**config.mk**
```make
export PLATFORM = sky130hd
export DESIGN_NAME = adc_status
export DESIGN_NICKNAME = d
export VERILOG_FILES = /design/src/rtl/status_pkg.sv /design/src/rtl/adc_status.sv
export SDC_FILE = /design/constraint.sdc
export NUM_CORES = 1
export LEC_CHECK = 0
export BUFFER_PORTS_ARGS = -buffer_cell sky130_fd_sc_hd__buf_4
export CORE_ASPECT_RATIO = 1.5
export CORE_MARGIN = 5
export CORE_UTILIZATION = 50
export CTS_CLUSTER_DIAMETER = 200
export DETAILED_ROUTE_END_ITERATION = 12
export GPL_ROUTABILITY_DRIVEN = 0
export PLACE_DENSITY = 0.88
export SLEW_MARGIN = 15
export SYNTH_ARGS = -nofsm -noshare
export SYNTH_HDL_FRONTEND = slang
export SYNTH_SLANG_ARGS = --single-unit
```
**constraint.sdc**
```tcl
create_clock -name MCLK_IN -period 3.81 [get_ports MCLK_IN]
set_input_delay 0.9525 -clock MCLK_IN [delete_from_list [all_inputs] [get_ports MCLK_IN]]
set_output_delay 0.9525 -clock MCLK_IN [all_outputs]
set_load 0.005 [all_outputs]
```
**src/rtl/status_pkg.sv**
```systemverilog
// Shared constants and carrier types for the analog input status block.
package status_pkg;
    localparam int CLK_HZ = 100_000_000;
    localparam int BLINK_MS = 250;
    localparam int BLINK_CYCLES = CLK_HZ / 1000 * BLINK_MS;
    localparam int BLINK_W = 25;
    localparam int NUM_CH = 4;
    localparam logic [15:0] CODE_NONE = 16'h0000;
    localparam logic [15:0] CODE_SER_HW = 16'h1605;
    localparam logic [15:0] CODE_SER_SUPPLY = 16'h1607;
    localparam logic [15:0] CODE_SER_CAL = 16'h1608;
    localparam logic [15:0] CODE_MIN_SUPPLY = 16'h1801;
    localparam logic [15:0] CODE_MIN_HW = 16'h1802;
    localparam logic [15:0] CODE_MIN_CAL = 16'h1804;
    localparam logic [15:0] CODE_RANGE_CH1 = 16'h1808;
    // Scale points default to +10.0 and -10.0 in IEEE single format.
    localparam logic [31:0] SCALE_HIGH_DEFAULT = 32'h41200000;
    localparam logic [31:0] SCALE_LOW_DEFAULT = 32'hC1200000;

    typedef struct packed {
        logic hw;
        logic supply;
        logic cal;
    } fault_s;

    typedef struct packed {
        logic run;
        logic error;
        logic conversion;
    } leds_s;
endpackage

```
**src/rtl/adc_status.sv**
```systemverilog
// Indicator drive and fault code reporting for the analog input module.
//
// Behaviour
// RULE1 - The run indicator is lit while the module operates and dark else.
// RULE2 - The error indicator is steady for serious, blinks for minor faults.
// RULE3 - The conversion indicator blinks while converting, else is off.
// RULE4 - Serious faults report 1605, 1607, 1608 with conversion off.
// RULE5 - Minor faults report 1801, 1802, 1804 with conversion off.
// RULE6 - Over-range on channels 1 to 4 reports 1808 to 180B and blinks.
// RULE7 - Scale points give the digital ends mapped to the analog limits.
// RULE8 - The host downloads parameters only while its CPU is stopped.
// RULE9 - A disabled range check raises no over-range code for its channel.
// RULE10 - Serious faults take precedence over minor ones.
// RULE11 - All blinking uses one free-running divided enable.
`timescale 1ns/1ps
module adc_status (
    input wire logic MCLK_IN,
    input wire logic RESET_IN,
    input wire logic RUN_IN,
    input wire logic CONVERTING_IN,
    input wire logic [2:0] SERIOUS_IN,
    input wire logic [2:0] MINOR_IN,
    input wire logic [3:0] OVER_RANGE_IN,
    input wire logic [3:0] RANGE_CHECK_EN_IN,
    input wire logic HOST_CPU_RUN_IN,
    input wire logic PARAM_LOAD_IN,
    input wire logic [31:0] SCALE_HIGH_IN,
    input wire logic [31:0] SCALE_LOW_IN,
    output logic RUN_LED_OUT,
    output logic ERROR_LED_OUT,
    output logic CONV_LED_OUT,
    output logic [15:0] ERROR_CODE_OUT,
    output logic [31:0] SCALE_HIGH_POINT_OUT,
    output logic [31:0] SCALE_LOW_POINT_OUT
);
    typedef enum logic [1:0] {
        ST_OK = 2'h0,
        ST_MINOR = 2'h1,
        ST_SERIOUS = 2'h3
    } sev_e;

    localparam logic [24:0] BLINK_LAST =
        25'(status_pkg::BLINK_CYCLES - 1);

    logic [24:0] div_reg;
    logic blink_reg;
    sev_e sev_reg;
    sev_e sev_next;
    logic [15:0] code_reg;
    logic [15:0] code_next;
    status_pkg::leds_s leds_reg;
    status_pkg::leds_s leds_next;
    status_pkg::fault_s ser;
    status_pkg::fault_s mnr;
    logic [3:0] range_hit;
    logic [31:0] high_reg;
    logic [31:0] low_reg;

    assign ser = status_pkg::fault_s'(SERIOUS_IN);
    assign mnr = status_pkg::fault_s'(MINOR_IN);

    genvar g;
    generate
        for (g = 0; g < status_pkg::NUM_CH; g++) begin : g_rng
            assign range_hit[g] =
                OVER_RANGE_IN[g] & RANGE_CHECK_EN_IN[g]; // [RULE9]
        end
    endgenerate

    // Returns the code of the lowest flagged channel.
    function automatic logic [15:0] range_code(input logic [3:0] hit);
        logic [15:0] c;
        c = status_pkg::CODE_NONE;
        for (int i = status_pkg::NUM_CH - 1; i >= 0; i--) begin
            if (hit[i]) begin
                c = status_pkg::CODE_RANGE_CH1 + 16'(i);
            end
        end
        return c;
    endfunction

    ////////////////////////////////////////////////////////////////////////
    // Free-running blink divider.
    always_ff @(posedge MCLK_IN) begin
        if (RESET_IN) begin
            div_reg <= 25'h0000000;
            blink_reg <= 1'b0;
        end else if (div_reg == BLINK_LAST) begin
            div_reg <= 25'h0000000;
            blink_reg <= ~blink_reg; // [RULE11]
        end else begin
            div_reg <= div_reg + 25'h0000001;
        end
    end

    ////////////////////////////////////////////////////////////////////////
    // Severity and code selection.
    always_comb begin
        sev_next = ST_OK;
        code_next = status_pkg::CODE_NONE;
        if (ser.hw) begin // [RULE10]
            sev_next = ST_SERIOUS;
            code_next = status_pkg::CODE_SER_HW; // [RULE4]
        end else if (ser.supply) begin
            sev_next = ST_SERIOUS;
            code_next = status_pkg::CODE_SER_SUPPLY; // [RULE4]
        end else if (ser.cal) begin
            sev_next = ST_SERIOUS;
            code_next = status_pkg::CODE_SER_CAL; // [RULE4]
        end else if (mnr.supply) begin
            sev_next = ST_MINOR;
            code_next = status_pkg::CODE_MIN_SUPPLY; // [RULE5]
        end else if (mnr.hw) begin
            sev_next = ST_MINOR;
            code_next = status_pkg::CODE_MIN_HW; // [RULE5]
        end else if (mnr.cal) begin
            sev_next = ST_MINOR;
            code_next = status_pkg::CODE_MIN_CAL; // [RULE5]
        end else if (|range_hit) begin
            sev_next = ST_MINOR;
            code_next = range_code(range_hit); // [RULE6]
        end
    end

    always_comb begin
        leds_next.run = RUN_IN; // [RULE1]
        case (sev_next)
            ST_SERIOUS: leds_next.error = 1'b1; // [RULE2]
            ST_MINOR: leds_next.error = blink_reg; // [RULE2]
            default: leds_next.error = 1'b0;
        endcase
        // Device faults stop conversion display; over-range does not.
        if ((|ser) || (|mnr) || !RUN_IN || !CONVERTING_IN) begin
            leds_next.conversion = 1'b0; // [RULE4] [RULE5] [RULE3]
        end else begin
            leds_next.conversion = blink_reg; // [RULE3] [RULE6]
        end
    end

    always_ff @(posedge MCLK_IN) begin
        if (RESET_IN) begin
            sev_reg <= ST_OK;
            code_reg <= status_pkg::CODE_NONE;
            leds_reg <= '0;
        end else begin
            sev_reg <= sev_next;
            code_reg <= code_next;
            leds_reg <= leds_next;
        end
    end

    ////////////////////////////////////////////////////////////////////////
    // Scale points, loaded only while the host CPU is stopped.
    always_ff @(posedge MCLK_IN) begin
        if (RESET_IN) begin
            high_reg <= status_pkg::SCALE_HIGH_DEFAULT; // [RULE7]
            low_reg <= status_pkg::SCALE_LOW_DEFAULT; // [RULE7]
        end else if (PARAM_LOAD_IN && !HOST_CPU_RUN_IN) begin // [RULE8]
            high_reg <= SCALE_HIGH_IN; // [RULE7]
            low_reg <= SCALE_LOW_IN; // [RULE7]
        end
    end

    assign RUN_LED_OUT = leds_reg.run;
    assign ERROR_LED_OUT = leds_reg.error;
    assign CONV_LED_OUT = leds_reg.conversion;
    assign ERROR_CODE_OUT = code_reg;
    assign SCALE_HIGH_POINT_OUT = high_reg;
    assign SCALE_LOW_POINT_OUT = low_reg;
endmodule

```
==> impl_metrics.csv <==
group,metric,value,unit
outcome,status,"completed",
worst_setup_path,cp.arrival,2.53,ns
final_layout,fin_cells,703,
clock_tree,htreeDepth,3,
drt,drc,0,
synth,syn_area_per_cell,8.332,um^2
floorplan,rows,39,
pwr,cellPowerDensity,414.6,nW/um^2
pwr,p_leak,2.311,nW
worst_setup_path,slowest_stage,"nand2b_1",
synth,synth_warnings,0,
pwr,p_total,0.002168,W
floorplan,core_area,7515,um^2
worst_setup_path,critPathLaunchType,"register",
clock_tree,ctsResizeCount,0,
sta,final-hold-violation-count,0,
global_route,globalRouteTotalUtil,21.60,%
clock_tree,cts_buffers,9,
worst_setup_path,crit_type,"reg2reg",
sta,fin_crit,2.359,ns
clock_tree,clkLatencyLatePin,0.33,ns
place,hpwlAfterDp,7.652,mm
global_route,grt_overflow_total,0,
floorplan,die_area,9459,um^2
run,cap_violations,0,
final_layout,antenna_cells,0,
final_layout,syn_to_final_growth,37.92,%
sta,slew_viol_final,0,
floorplan,die_x,81.10,um
sta,fin_setup_tns,0,ns
synth,syn_inst,455,
clock_tree,clock-sinks,100,
synth,netlist_top_cells_area,"dfxtp_1 53%, nand2_1 13%, a21oi_1 8.1%, xor2_1 3.9%, nor2_1 3.6%",
place,dp.cells,688,
sta,rsz0062_at_grt,"false",
synth,yosys.area.top_type,"dfxtp_1",
worst_hold_path,hp-class,"reg2reg",
synth,netlist.area_leader.share,52.81,%
final_layout,post-route-util,69.58,%
synth,synth_cell_type_count,35,
final_layout,fillCellCount,635,
drt,drtAntennaViolNets,0,
drt,drtPass1Iterations,4,
drt,drt_iter0_markers,139,
sta,tightest_slew,0.9351,ns
drt,vias,3545,
worst_setup_path,cp-end-kind,"register",
floorplan,die_y,116.6,um
clock_tree,clock_path_buffers,2,
floorplan,initial_core_util,50.45,%
sta,fin_crit_sh,61.92,%
worst_setup_path,critPathRequiredTime,3.98,ns
clock_tree,cts_hold_buf,0,
synth,synth_seq_cells,100,
synth,synth_area,3791,um^2
synth,yosysSeqAreaShare,52.81,%
worst_setup_path,path_cells,"or4b_1 -> nor3_2 -> nand4_1 -> nand2b_1 -> nor2_1",
place,io_buffers,158,
sta,setup_viol,0,
sta,skew,0.003558,ns
worst_setup_path,crit_fanout,25,
global_route,grt_max_degree,73,
global_route,grt_first_pass_wirelength,16.01,mm
sta,max_freq,423.9,MHz
clock_tree,cts_root_buf,"clkbuf_16",
global_route,antenna_found_initial,0,
clock_tree,cts_tree,"built",
final_layout,drive_above_1_share,29.78,%
drt,wl,10.33,mm
pwr,irDropWorstVdd,0.3163,mV
worst_setup_path,cpPeakStageDelay,0.72,ns
global_route,grt_pass1_vias,3398,
clock_tree,cts.clk_slew.worst_paths,0.06,ns
final_layout,fin_nets,682,
clock_tree,post-cts-setup-buffers,0,
floorplan,ios,167,
sta,slew_headroom,37.66,%
drt,wire_per_inst,14.69,um
drt,via_per_inst,5.043,
[layer usage]
metal  vias to the layer above  GRT usage [%]  wire [um]
met3                        23          4.398        618
met2                       119          38.51       5502
li1                       1752              -          -
met4                         0          9.583        291
met5                         -              0          0
met1                      1651          24.51       3913
[where the power goes]
group          switching, W  internal (W)
registers         0.0000220       0.00109
logic              0.000107      0.000130
clock network      0.000350      0.000473
[layout by cell type, fill, tap and decap left out]
master,instances
a2111oi_0,1
a21o_1,2
a21oi_1,61
a22oi_1,2
a31oi_1,1
a32oi_1,1
and2_1,1
and3_1,6
and4_1,1
and4b_1,1
buf_4,160
clkbuf_1,2
clkbuf_16,9
clkbuf_8,2
clkinv_2,2
conb_1,8
dfxtp_1,100
ha_1,1
inv_1,1
nand2_1,136
nand2b_1,1
nand2b_4,1
nand3_1,11
nand3b_1,8
nand4_1,10
nor2_1,36
nor2b_1,1
nor2b_4,1
nor3_1,3
nor3_2,2
nor4_1,1
nor4_4,1
o21bai_1,1
or2_2,1
or4b_1,1
xnor2_1,7
xor2_1,17
[per-stage QoR]
stage               setup slack, ns  hold slack [ns]  cell area [um^2]
finish                        1.451           0.4543              5229
global route                  1.264           0.4706              5229
CTS                           1.456           0.4550              5224
detailed placement            1.373           0.4466              4954
global placement              1.467           0.4425              4954
floorplan                     1.923           0.4412              3817
[final timing paths]
kind / startpoint / end / slack (ns) / depth (start not counted)
max reg2reg: div_reg[11]$_SDFF_PP0_ / div_reg[6]$_SDFF_PP0_ / 1.45 / 5
max: div_reg[11]$_SDFF_PP0_ / div_reg[6]$_SDFF_PP0_ / 1.45 / 5
min: SCALE_LOW_POINT_OUT[23]$_SDFFE_PP0P_ / SCALE_LOW_POINT_OUT[23]$_SDFFE_PP0P_ / 0.45 / 2
min reg2reg: SCALE_LOW_POINT_OUT[23]$_SDFFE_PP0P_ / SCALE_LOW_POINT_OUT[23]$_SDFFE_PP0P_ / 0.45 / 2
[synth_stat cells]
library cell,number
buf_6,1
nor3_2,2
xnor2_1,7
buf_8,2
nand2_1,136
or2_2,1
buf_4,10
nor3_1,3
a21o_1,2
nand4_1,10
nor2b_1,2
a22oi_1,2
inv_1,1
and2_1,1
or4b_1,1
nand3b_1,8
a31oi_1,1
o21bai_1,1
nand2b_1,2
a21oi_1,61
conb_1,1
nor4_1,1
and4_1,1
nand3_1,11
and4b_1,1
dfxtp_1,100
nor2_1,36
and3_1,6
buf_1,6
clkbuf_1,17
a2111oi_0,1
xor2_1,17
a32oi_1,1
ha_1,1
nor4_4,1
[kinds of logic (layout without fill, tap and decap cells)]
logic type / Yosys count / after routing / share of synthesized area (%)
AO/OA/AOI/OAI: 69 / 69 / 9.670
other: 1 / 8 / 0.09891
flip-flops: 100 / 100 / 52.81
AND/OR/NAND/NOR: 223 / 223 / 26.11
XOR/XNOR: 24 / 24 / 5.545
buffers and inverters: 37 / 176 / 5.445
adder cells (fa/ha/maj): 1 / 1 / 0.3300
[cell type report]
class / count / area (um^2) / share of cell area (%)
multi-input combinational: 325 / 1624 / 31.06
sequential: 100 / 2002 / 38.29
clock buffer: 13 / 260.3 / 4.977
tap: 102 / 127.6 / 2.441
clock inverter: 2 / 10.01 / 0.1914
timing repair buffer: 160 / 1201 / 22.97
inverter: 1 / 3.754 / 0.07179
[critical path, delay by kind of cell (launching register included)]
| kind | cells | cell delay, ns |
|---|---|---|
| and+or+nand+nor | 5 | 1.69 |
| DFF | 1 | 0.51 |
Power figures use the tool's default switching activity.
